$ cat src/common/limit_pkg.sv
// Purpose: Shared types, offsets and helpers of the brightness limit monitor
// Assumes: 32-bit Avalon-MM words at byte addresses; brightness in whole lux
// Notes:   2-byte float objects use the 0.01 * M * 2^E layout
`default_nettype none
package limit_pkg;
    localparam int unsigned CLK_HZ    = 20_000_000;
    localparam int unsigned MS_PER_S  = 1000;
    localparam logic [15:0] MS_CYCLES = 16'(CLK_HZ / MS_PER_S);
    localparam int          NCH       = 3;

    // Global registers and per-channel pages (page 1..3 at bits 7:5)
    localparam logic [7:0] CTRL_OFS     = 8'h00;
    localparam logic [7:0] STATUS_OFS   = 8'h04;
    localparam logic [7:0] MASK_OFS     = 8'h08;
    localparam logic [7:0] BRIGHT_OFS   = 8'h0C;
    localparam logic [7:0] FBDLY_OFS    = 8'h10;
    localparam logic [2:0] PAGE_GLOBAL  = 3'h0;
    localparam logic [2:0] PAGE_FIRST   = 3'h1;
    localparam logic [2:0] PAGE_LAST    = 3'h3;
    localparam logic [4:0] SUB_CFG      = 5'h00;
    localparam logic [4:0] SUB_LIMIT    = 5'h04;
    localparam logic [4:0] SUB_TEL      = 5'h08;
    localparam logic [4:0] SUB_PRESET   = 5'h0C;
    localparam logic [4:0] SUB_TEACH    = 5'h10;
    localparam logic [4:0] SUB_EFF      = 5'h14;
    localparam logic [4:0] SUB_THR      = 5'h18;

    localparam logic [15:0] LIMIT_MIN = 16'h000A;
    localparam logic [15:0] LIMIT_MAX = 16'h07D0;
    localparam logic [15:0] LIMIT_DEF = 16'h03E8;
    localparam logic [4:0]  HYST_MIN  = 5'h01;
    localparam logic [4:0]  HYST_MAX  = 5'h14;
    localparam logic [6:0]  PCT_FULL  = 7'h64;
    localparam logic [7:0]  DIM_MAX   = 8'h64;
    localparam logic [7:0]  SCENE_MAX = 8'h40;
    localparam logic [26:0] MANT_MAX  = 27'h00007FF;

    typedef enum logic [1:0] {TEACH_ON_ONE, TEACH_ON_ZERO, TEACH_ON_BOTH} teach_pol_t;
    typedef enum logic [1:0] {FMT_SWITCH, FMT_DIM, FMT_SCENE} fmt_t;
    typedef enum logic [1:0] {ZONE_UNKNOWN, ZONE_ABOVE, ZONE_BELOW} zone_t;

    typedef struct packed {
        logic       upper_type;
        logic [4:0] hyst;
        logic       overwrite;
        logic       preset_en;
        logic       teach_en;
        teach_pol_t teach_pol;
        logic       fb_en;
        logic       fb_active;
        fmt_t       fmt;
        logic       send_up;
        logic       send_dn;
    } ch_cfg_t;
    typedef struct packed {
        logic       eval_dis;
        logic [1:0] count;
        logic       enable;
    } ctrl_t;
    typedef struct packed {
        logic [NCH-1:0] fb;
        logic [NCH-1:0] dn;
        logic [NCH-1:0] up;
    } irq_t;
    typedef struct packed {
        logic [15:0] hi;
        logic [15:0] lo;
    } thresh_t;
    typedef struct packed {
        logic       valid;
        logic [1:0] chan;
        fmt_t       fmt;
        logic [7:0] data;
    } telegram_t;
    typedef struct packed {
        logic        valid;
        logic [1:0]  chan;
        logic [15:0] value;
    } feedback_t;

    localparam int      CFG_W      = $bits(ch_cfg_t);
    localparam int      CTRL_W     = $bits(ctrl_t);
    localparam int      IRQ_W      = $bits(irq_t);
    localparam ch_cfg_t CFG_RESET  = ch_cfg_t'(17'h15400);
    localparam ctrl_t   CTRL_RESET = ctrl_t'(4'h7);

    function automatic logic [15:0] clamp_limit(input logic [15:0] v);
        return (v < LIMIT_MIN) ? LIMIT_MIN : ((v > LIMIT_MAX) ? LIMIT_MAX : v);
    endfunction

    // Negative values have no meaning as a limit and fall to the minimum
    function automatic logic [15:0] f16_to_lux(input logic [15:0] f);
        logic [26:0] m;
        m = (27'(f[10:0]) << f[14:11]) / 27'(PCT_FULL);
        if (f[15]) return LIMIT_MIN;
        return clamp_limit((m > 27'(LIMIT_MAX)) ? LIMIT_MAX : m[15:0]);
    endfunction

    function automatic logic [15:0] lux_to_f16(input logic [15:0] lux);
        logic [26:0] m;
        logic [3:0]  e;
        m = 27'(lux) * 27'(PCT_FULL);
        e = '0;
        for (int k = 0; k < 15; k++) begin
            if (m > MANT_MAX) begin
                m = m >> 1;
                e = e + 4'h1;
            end
        end
        return {1'b0, e, m[10:0]};
    endfunction

    function automatic logic [7:0] tel_data(input fmt_t f, input logic [7:0] v);
        unique case (f)
            FMT_SWITCH: return {7'h00, v[0]};
            FMT_DIM:    return (v > DIM_MAX) ? DIM_MAX : v;
            FMT_SCENE:  return (v > SCENE_MAX) ? SCENE_MAX : v;
            default:    return '0;
        endcase
    endfunction
endpackage
`default_nettype wire

$ cat src/hdl/brightness_limit_monitor.sv
// What this block does
// - One to three channels, each with own output
// - Limit is either upper or lower threshold
// - Upper limit: lower is limit minus 1..20%
// - Lower limit: upper is limit plus 1..20%
// - Limit lies within 10..2000 lux, default 1000
// - Download overwrites external value only if allowed
// - Without external value the configured limit applies
// - Bus float preset becomes the new limit
// - External limit holds until next preset/teach/overwrite
// - Teach captures measured brightness as limit
// - Teach polarity; opposite value restores configured limit
// - Feedback sent on change, download, bus return
// - Output as switch, dim value or scene
// - Rise and fall telegrams enabled separately
// - Channels compared continuously and independently
// - Disabled evaluation sends no telegrams, presets and feedback still work
//
// Purpose: Brightness limit monitor with Avalon-MM register access
// Assumes: Brightness is written by software in whole lux
// Notes:   Telegrams and feedback leave as one-cycle pulses, one per cycle each
`timescale 1ns/1ps
`default_nettype none
module brightness_limit_monitor #(
    parameter logic [15:0] MS_TICK_CYCLES = limit_pkg::MS_CYCLES
) (
    input  wire logic                  ref_clk,
    input  wire logic                  rstn,
    input  wire logic [7:0]            address,
    input  wire logic                  read,
    input  wire logic                  write,
    input  wire logic [31:0]           writedata,
    output logic [31:0]                readdata,
    output logic                       waitrequest,
    input  wire logic                  bus_return,
    input  wire logic                  cfg_download,
    output logic                       irq,
    output var  limit_pkg::telegram_t  tel,
    output var  limit_pkg::feedback_t  fb
);
    import limit_pkg::*;

    typedef struct packed {
        ctrl_t                 ctrl;
        irq_t                  status;
        irq_t                  mask;
        logic [15:0]           bright;
        logic [7:0]            fb_delay;
        ch_cfg_t [NCH-1:0]     cfg;
        logic [NCH-1:0][15:0]  lim_cfg;
        logic [NCH-1:0][15:0]  tel_val;
        logic [NCH-1:0]        pend_up;
        logic [NCH-1:0]        pend_dn;
        logic [NCH-1:0]        pend_fb;
        logic [7:0]            dly_ms;
        logic [15:0]           div;
        logic [NCH-1:0]        preset;
        logic [NCH-1:0]        teach;
        logic                  teach_val;
        logic [15:0]           preset_val;
        logic                  wait_req;
        logic [31:0]           rdata;
        logic                  irq;
        telegram_t             tel;
        feedback_t             fb;
    } mon_state_t;

    mon_state_t           s;
    mon_state_t           n;
    logic [NCH-1:0][15:0] limit;
    thresh_t [NCH-1:0]    thr;
    logic [NCH-1:0]       up_evt;
    logic [NCH-1:0]       dn_evt;
    logic [NCH-1:0]       changed;
    logic [NCH-1:0]       cfgd;
    logic [NCH-1:0]       act;
    logic [1:0]           cnt;
    logic                 init;
    logic [2:0]           page;
    logic [4:0]           sub;
    logic [1:0]           ci;
    logic                 ch_ok;

    // A count of zero is read as one channel so the block never goes silent by accident
    assign cnt   = (s.ctrl.count == 2'h0) ? 2'h1 : s.ctrl.count;
    assign init  = bus_return || cfg_download;
    assign page  = address[7:5];
    assign sub   = address[4:0];
    assign ch_ok = (page >= PAGE_FIRST) && (page <= PAGE_LAST);
    assign ci    = 2'(page - PAGE_FIRST);

    // Per-channel limit keeping, thresholds and crossing detection
    for (genvar g = 0; g < NCH; g++) begin : g_ch
        assign cfgd[g] = s.ctrl.enable && (2'(g) < cnt);
        assign act[g]  = cfgd[g] && !s.ctrl.eval_dis;

        threshold_calc u_thr (
            .ref_clk    (ref_clk),
            .rstn       (rstn),
            .limit      (limit[g]),
            .hyst       (s.cfg[g].hyst),
            .upper_type (s.cfg[g].upper_type),
            .thr        (thr[g])
        );

        limit_channel u_ch (
            .ref_clk    (ref_clk),
            .rstn       (rstn),
            .cfg        (s.cfg[g]),
            .cfg_limit  (s.lim_cfg[g]),
            .bright     (s.bright),
            .thr        (thr[g]),
            .preset     (s.preset[g]),
            .preset_val (s.preset_val),
            .teach      (s.teach[g]),
            .teach_val  (s.teach_val),
            .download   (cfg_download),
            .restart    (init),
            .eval_on    (act[g]),
            .limit      (limit[g]),
            .up_evt     (up_evt[g]),
            .dn_evt     (dn_evt[g]),
            .changed    (changed[g])
        );
    end

    // Whole next state: bus slave, pending telegrams, feedback and interrupt
    always_comb begin
        logic       tel_done;
        logic       fb_done;
        logic       up;
        logic [7:0] val;
        logic       tick;
        tel_done = 1'b0;
        fb_done  = 1'b0;
        up       = 1'b0;
        val      = '0;
        tick     = s.div == (MS_TICK_CYCLES - 16'h0001);
        n          = s;
        n.preset   = '0;
        n.teach    = '0;
        n.wait_req = 1'b1;
        n.tel      = '0;
        n.fb       = '0;

        // Answer comes one cycle after the request is seen
        if ((read || write) && s.wait_req) begin
            n.wait_req = 1'b0;
            n.rdata    = '0;
            if (read && page == PAGE_GLOBAL) begin
                case (address)
                    CTRL_OFS:   n.rdata = 32'(s.ctrl);
                    STATUS_OFS: n.rdata = 32'(s.status);
                    MASK_OFS:   n.rdata = 32'(s.mask);
                    BRIGHT_OFS: n.rdata = 32'(s.bright);
                    FBDLY_OFS:  n.rdata = 32'(s.fb_delay);
                    default:    n.rdata = '0;
                endcase
            end else if (read && ch_ok) begin
                case (sub)
                    SUB_CFG:   n.rdata = 32'(s.cfg[ci]);
                    SUB_LIMIT: n.rdata = 32'(s.lim_cfg[ci]);
                    SUB_TEL:   n.rdata = 32'(s.tel_val[ci]);
                    SUB_EFF:   n.rdata = 32'(limit[ci]);
                    SUB_THR:   n.rdata = 32'(thr[ci]);
                    default:   n.rdata = '0;
                endcase
            end
        end

        // Writes act on the edge that shows waitrequest low
        if (write && !s.wait_req) begin
            if (page == PAGE_GLOBAL) begin
                case (address)
                    CTRL_OFS:   n.ctrl = ctrl_t'(writedata[CTRL_W-1:0]);
                    STATUS_OFS: n.status = irq_t'(s.status & ~writedata[IRQ_W-1:0]);
                    MASK_OFS:   n.mask = irq_t'(writedata[IRQ_W-1:0]);
                    BRIGHT_OFS: n.bright = writedata[15:0];
                    FBDLY_OFS:  n.fb_delay = writedata[7:0];
                    default:    n.ctrl = s.ctrl;
                endcase
            end else if (ch_ok) begin
                case (sub)
                    SUB_CFG:   n.cfg[ci] = ch_cfg_t'(writedata[CFG_W-1:0]);
                    SUB_LIMIT: n.lim_cfg[ci] = writedata[15:0];
                    SUB_TEL:   n.tel_val[ci] = writedata[15:0];
                    SUB_PRESET: begin
                        n.preset[ci] = 1'b1;
                        n.preset_val = writedata[15:0];
                    end
                    SUB_TEACH: begin
                        n.teach[ci] = 1'b1;
                        n.teach_val = writedata[0];
                    end
                    default:   n.ctrl = s.ctrl;
                endcase
            end
        end

        // Millisecond divider paces the start-up feedback delay
        n.div = tick ? 16'h0000 : s.div + 16'h0001;
        if (init) begin
            n.dly_ms = s.fb_delay;
        end else if (tick && s.dly_ms != 8'h00) begin
            n.dly_ms = s.dly_ms - 8'h01;
        end

        // One crossing telegram per cycle, lowest channel first, rise before fall
        for (int i = 0; i < NCH; i++) begin
            if (!tel_done && act[i] && (s.pend_up[i] || s.pend_dn[i])) begin
                tel_done    = 1'b1;
                up          = s.pend_up[i];
                val         = up ? s.tel_val[i][7:0] : s.tel_val[i][15:8];
                n.tel.valid = 1'b1;
                n.tel.chan  = 2'(i);
                n.tel.fmt   = s.cfg[i].fmt;
                n.tel.data  = tel_data(s.cfg[i].fmt, val);
                if (up) begin
                    n.pend_up[i]   = 1'b0;
                    n.status.up[i] = 1'b1;
                end else begin
                    n.pend_dn[i]   = 1'b0;
                    n.status.dn[i] = 1'b1;
                end
            end
        end

        // Feedback waits out the delay that follows a download or bus return
        for (int i = 0; i < NCH; i++) begin
            if (!fb_done && s.dly_ms == 8'h00 && s.pend_fb[i]) begin
                fb_done        = 1'b1;
                n.fb.valid     = 1'b1;
                n.fb.chan      = 2'(i);
                n.fb.value     = lux_to_f16(limit[i]);
                n.pend_fb[i]   = 1'b0;
                n.status.fb[i] = 1'b1;
            end
        end

        // New events land after the clears above, so none is lost
        for (int i = 0; i < NCH; i++) begin
            if (!act[i]) begin
                n.pend_up[i] = 1'b0;
                n.pend_dn[i] = 1'b0;
            end else if (up_evt[i]) begin
                n.pend_up[i] = s.cfg[i].send_up;
                n.pend_dn[i] = 1'b0;
            end else if (dn_evt[i]) begin
                n.pend_dn[i] = s.cfg[i].send_dn;
                n.pend_up[i] = 1'b0;
            end
            if (!(cfgd[i] && s.cfg[i].fb_en && s.cfg[i].fb_active)) begin
                n.pend_fb[i] = 1'b0;
            end else if (changed[i] || init) begin
                n.pend_fb[i] = 1'b1;
            end
        end

        n.irq = |(n.status & n.mask);
    end

    always_ff @(posedge ref_clk) begin
        if (!rstn) begin
            s          <= '0;
            s.ctrl     <= CTRL_RESET;
            s.cfg      <= {NCH{CFG_RESET}};
            s.lim_cfg  <= {NCH{LIMIT_DEF}};
            s.wait_req <= 1'b1;
        end else begin
            s <= n;
        end
    end

    assign readdata    = s.rdata;
    assign waitrequest = s.wait_req;
    assign irq         = s.irq;
    assign tel         = s.tel;
    assign fb          = s.fb;
endmodule
`default_nettype wire

$ cat src/hdl/threshold_calc.sv
// Purpose: Derives the upper and lower threshold of one channel
// Assumes: Limit already clamped to its legal range
// Notes:   One cycle of latency after a limit change
`timescale 1ns/1ps
`default_nettype none
module threshold_calc (
    input  wire logic           ref_clk,
    input  wire logic           rstn,
    input  wire logic [15:0]    limit,
    input  wire logic [4:0]     hyst,
    input  wire logic           upper_type,
    output var  limit_pkg::thresh_t thr
);
    import limit_pkg::*;

    thresh_t     s;
    thresh_t     n;
    logic [4:0]  pct;
    logic [20:0] prod;
    logic [15:0] h;

    // Hysteresis is relative to the current limit, so it follows every change
    always_comb begin
        pct  = (hyst < HYST_MIN) ? HYST_MIN : ((hyst > HYST_MAX) ? HYST_MAX : hyst);
        prod = 21'(limit) * 21'(pct);
        h    = 16'(prod / 21'(PCT_FULL));
        n    = s;
        if (upper_type) begin
            n.hi = limit;
            n.lo = limit - h;
        end else begin
            n.lo = limit;
            n.hi = limit + h;
        end
    end

    always_ff @(posedge ref_clk) begin
        if (!rstn) begin
            s <= '0;
        end else begin
            s <= n;
        end
    end

    assign thr = s;
endmodule
`default_nettype wire

$ cat src/hdl/limit_channel.sv
// Purpose: Limit value keeping and crossing detection of one channel
// Assumes: Pulses preset, teach, download and restart last one cycle
// Notes:   Zone starts unknown, so a fresh start reports the present side
`timescale 1ns/1ps
`default_nettype none
module limit_channel (
    input  wire logic                ref_clk,
    input  wire logic                rstn,
    input  wire limit_pkg::ch_cfg_t  cfg,
    input  wire logic [15:0]         cfg_limit,
    input  wire logic [15:0]         bright,
    input  wire limit_pkg::thresh_t  thr,
    input  wire logic                preset,
    input  wire logic [15:0]         preset_val,
    input  wire logic                teach,
    input  wire logic                teach_val,
    input  wire logic                download,
    input  wire logic                restart,
    input  wire logic                eval_on,
    output logic [15:0]              limit,
    output logic                     up_evt,
    output logic                     dn_evt,
    output logic                     changed
);
    import limit_pkg::*;

    typedef struct packed {
        logic        ext;
        logic [15:0] ext_val;
        logic [15:0] limit;
        zone_t       zone;
        logic        up_evt;
        logic        dn_evt;
        logic        changed;
    } chan_state_t;

    chan_state_t s;
    chan_state_t n;

    // A later source in the same cycle wins: download, then preset, then teach
    always_comb begin
        n = s;
        n.up_evt = 1'b0;
        n.dn_evt = 1'b0;
        if (download && cfg.overwrite) n.ext = 1'b0;
        if (preset && cfg.preset_en) begin
            n.ext     = 1'b1;
            n.ext_val = f16_to_lux(preset_val);
        end
        if (teach && cfg.teach_en) begin
            unique case (cfg.teach_pol)
                TEACH_ON_ONE:  n.ext = teach_val;
                TEACH_ON_ZERO: n.ext = !teach_val;
                TEACH_ON_BOTH: n.ext = 1'b1;
                default:       n.ext = s.ext;
            endcase
            if (n.ext) n.ext_val = clamp_limit(bright);
        end
        n.limit   = n.ext ? n.ext_val : clamp_limit(cfg_limit);
        n.changed = n.limit != s.limit;
        // One report per crossing; the opposite side re-arms it
        if (!eval_on || restart) begin
            n.zone = ZONE_UNKNOWN;
        end else if (bright > thr.hi && s.zone != ZONE_ABOVE) begin
            n.zone   = ZONE_ABOVE;
            n.up_evt = 1'b1;
        end else if (bright < thr.lo && s.zone != ZONE_BELOW) begin
            n.zone   = ZONE_BELOW;
            n.dn_evt = 1'b1;
        end
    end

    always_ff @(posedge ref_clk) begin
        if (!rstn) begin
            s       <= '0;
            s.limit <= LIMIT_DEF;
        end else begin
            s <= n;
        end
    end

    assign limit   = s.limit;
    assign up_evt  = s.up_evt;
    assign dn_evt  = s.dn_evt;
    assign changed = s.changed;
endmodule
`default_nettype wire

$ cat config.mk
export PLATFORM = sky130hd
export DESIGN_NAME = brightness_limit_monitor
export DESIGN_NICKNAME = d
export VERILOG_FILES = /design/src/common/limit_pkg.sv /design/src/hdl/brightness_limit_monitor.sv /design/src/hdl/threshold_calc.sv /design/src/hdl/limit_channel.sv
export SDC_FILE = /design/constraint.sdc
export NUM_CORES = 2
export LEC_CHECK = 0
export ABC_AREA = 0
export ABC_CLOCK_PERIOD_IN_PS = 16950
export BUFFER_PORTS_ARGS = -buffer_cell sky130_fd_sc_hd__buf_2
export CORE_UTILIZATION = 55
export DETAILED_ROUTE_END_ITERATION = 10
export PLACE_DENSITY = 0.74
export SKIP_LAST_GASP = 1
export SYNTH_ARGS = -nofsm -noshare
export SYNTH_HDL_FRONTEND = slang
export SYNTH_SLANG_ARGS = --single-unit
export TNS_END_PERCENT = 50
$ cat constraint.sdc
create_clock -name ref_clk -period 16.95 [get_ports ref_clk]
set_input_delay 1.695 -clock ref_clk [delete_from_list [all_inputs] [get_ports ref_clk]]
set_output_delay 1.695 -clock ref_clk [all_outputs]
set_load 0.02 [all_outputs]
==> impl_metrics.yaml <==
clock_tree:
  cts_htree_levels: 2
  clk_latency_ns: 0.69
  cts.sink_count: 524
  hold_buffers: 0
  clkSlewWorstSetupHoldPaths_ns: 0.06
  cts-root-buf: "clkbuf_16"
  numCtsBuffers: 57
  clk_path_buf_depth: 3
  cts_tree: "built"
grt:
  use_met1_pct: 45.4
  grt-busiest-layer: "met2"
  grt_pass1_vias: 57800
  grt_use_met2_pct: 59.0
  grt_usage_pct: 36.2
  grt_first_pass_wirelength_um: 323000
  grtUsageMet3_pct: 5.71
  grt_max_degree: 105
  overflow: 0
  antenna_found_initial: 5
yosys:
  ys.flop_type: "dfxtp_1"
  ys_warn_count: 0
  syn_area_per_cell_um2: 7.28
  synth_top_area_share_pct: 17.4
  yosysTopAreaCell: "dfxtp_1"
  yosysMostFrequentCell: "nand2_1"
  synthTopCellsByArea: "dfxtp_1 (17%), ha_1 (9.7%), nand2_1 (7.0%)"
  yosysUniqueCellTypes: 138
  async_flop_share_pct: 0
  synth-edff-count: 0
  syn_inst: 8297
  synth_seq_area_share_pct: 17.4
  post_synth_instance_area_um2: 60400
  synth.top_cells.by_count: "nand2_1 (1120), nor2_1 (827), a21oi_1 (745)"
  ys_ff_latch: 524
worst_hold_path:
  hold_class: "reg -> reg"
critical_path:
  endpoint: "g_ch[0].u_thr.thr[30]"
  cp_top_family: "compound AO/OA/AOI/OAI gates"
  r2r_end: "g_ch[0].u_thr.thr[30]"
  critPathKind: "reg -> reg"
  worstRegToRegCells: 74
  arrival_ns: 16.82
  worstPathMaxFanout: 12
  end_kind: "flip-flop"
  cp_num_cells: 74
  worst_ep_required_time_ns: 17.44
  crit_slowest_cell: "or4b_2"
  crit_buf_inv: 7
  cp-start-kind: "flip-flop"
  rrSetupSlack_ns: 0.62
  max_stage_delay_ns: 0.65
floorplanning:
  core_region_area_um2: 109000
  die_w_um: 333
  ios: 112
  die_y_um: 333
  initial_core_util_pct: 55.5
  num_rows: 121
  dieArea_um2: 111000
placed_design:
  io_buffer_count: 95
  post-dp-hpwl_um: 162000
  placed_area_um2: 63400
  place_congestion: 1.04
  dp_worst_setup_slack_ns: -0.278
layout:
  fillers: 9849
  ff_latch_area_um2: 10500
  multi_input_area_um2: 47100
  layout-drive-gt1-share_pct: 13.1
  fin_util_pct: 61.7
  postLayoutCellArea_um2: 67100
  syn_to_final_growth_pct: 11.2
  nets: 9054
sta:
  skew_ns: 0.0700
  hold_violations: 0
  max_clock_freq_mhz: 61.2
  min_period_over_period_pct: 96.3
  rsz0062_at_grt: "true"
  timing.final.ws_setup_ns: 0.620
  slew_violations: 0
  worstMarginPinSlew_ns: 1.24
  min_period_ns: 16.33
  setup_viol: 0
  slew_headroom_pct: 17.0
run:
  drv_cap: 0
routing:
  vias: 63100
  wl_um: 212000
  via_per_inst: 6.42
  wl_per_cell_um: 21.6
  drt_iter0_markers: 6170
  route.detailed.drc: 0
  dr.pass1.iters: 10
  ant_nets: 0
run_status:
  run_status: "finished clean"
pwr:
  cellPowerDensity_nw_per_um2: 49.3
  p_leak_nw: 28.4
  total_power_w: 0.00331
  ir_drop_uv: 83.9
metrics by stage:
step / setup TNS (ns) / hold WS [ns] / cells
3_5_place_dp: -1.54 / 0.444 / 9688
3_3_place_gp: -0.0531 / 0.434 / 9688
5_1_grt: -0.940 / 0.478 / 9836
4_1_cts: 0 / 0.455 / 9795
6_report: 0 / 0.463 / 9839
2_1_floorplan: 0 / 0.400 / 8298
cells by family after synthesis:
kind of cell	after synthesis	synth area share, %
flip-flops	524	17.4
adder cells (fa/ha/maj)	644	15.4
other	1	0.00621
AO/OA/AOI/OAI	2370	26.1
buffers and inverters	1045	6.98
AND/OR/NAND/NOR	3061	23.2
multiplexers	291	5.72
XOR/XNOR	361	5.27
layout make-up:
class / count / share of cell area, %
Multi-Input combinational cell: 6729 / 70.2
Sequential cell: 524 / 15.6
Timing Repair Buffer: 508 / 5.37
Inverter: 554 / 3.11
Tap cell: 1414 / 2.64
Clock buffer: 73 / 2.32
Clock inverter: 34 / 0.703
Antenna cell: 3 / 0.0112
report_power, final:
| group | internal [W] | leakage, nW | total (W) | switching (W) |
|---|---|---|---|---|
| Combinational | 0.000280 | 23.2 | 0.000671 | 0.000390 |
| Clock | 0.000779 | 0.973 | 0.00135 | 0.000575 |
| Sequential | 0.00126 | 4.24 | 0.00129 | 0.0000311 |
| Total | 0.00232 | 28.4 | 0.00331 | 0.000996 |
layout by cell type, fill, tap and decap left out, types with 81 or more instances in the layout:
master and instances:
buf_4 409, ha_1 467, nor3_1 187, and2_1 107
o21ai_0 335, a21oi_1 704, nand2_1 1118, xnor2_1 259
mux2i_1 197, inv_1 545, nor2_1 817, and3_1 120
a211oi_1 138, dfxtp_1 513, o21bai_1 105, fa_1 163
a31oi_1 81, o211ai_1 103, buf_2 93, nand3_1 210
what timing repair did:
| action | 4_1_cts | 5_1_grt |
|---|---|---|
| gates cloned | 0 | 1 |
| setup buffers | 0 | 40 |
| setup endpoints to repair | 14 | 64 |
| pin swaps | 0 | 66 |
| resized for setup | 30 | 286 |
metal layers:
metal	share of wire, %	up-vias
li1	-	29700
met1	40	29900
met2	46	2835
met3	8.4	668
met4	6.5	2
met5	0.0085	-
worst register-to-register path: cells and delay by family (launching register included):
family | cells | cell delay [ns]
fa+ha+maj | 7 | 2.78
compound gates | 41 | 8.29
xor+xnor | 3 | 0.58
simple gates | 14 | 2.77
flops | 1 | 0.39
buf+inv | 7 | 1.10
mux | 2 | 0.27
worst min path at each step:
| stage | startpoint | end | slack [ns] | depth (start not counted) |
|---|---|---|---|---|
| floorplan | g_ch[0].u_ch.up_evt | s[116] | 0.40 | 1 |
| detailed placement | g_ch[1].u_ch.up_evt | s[117] | 0.44 | 1 |
| CTS | g_ch[1].u_ch.up_evt | s[117] | 0.45 | 1 |
| finish | g_ch[1].u_ch.up_evt | s[117] | 0.46 | 1 |
| global placement | g_ch[1].u_ch.up_evt | s[117] | 0.43 | 1 |
| global route | flip-flop | s[113] | 0.48 | 2 |
Note: power is estimated with default switching activity, not from simulation.
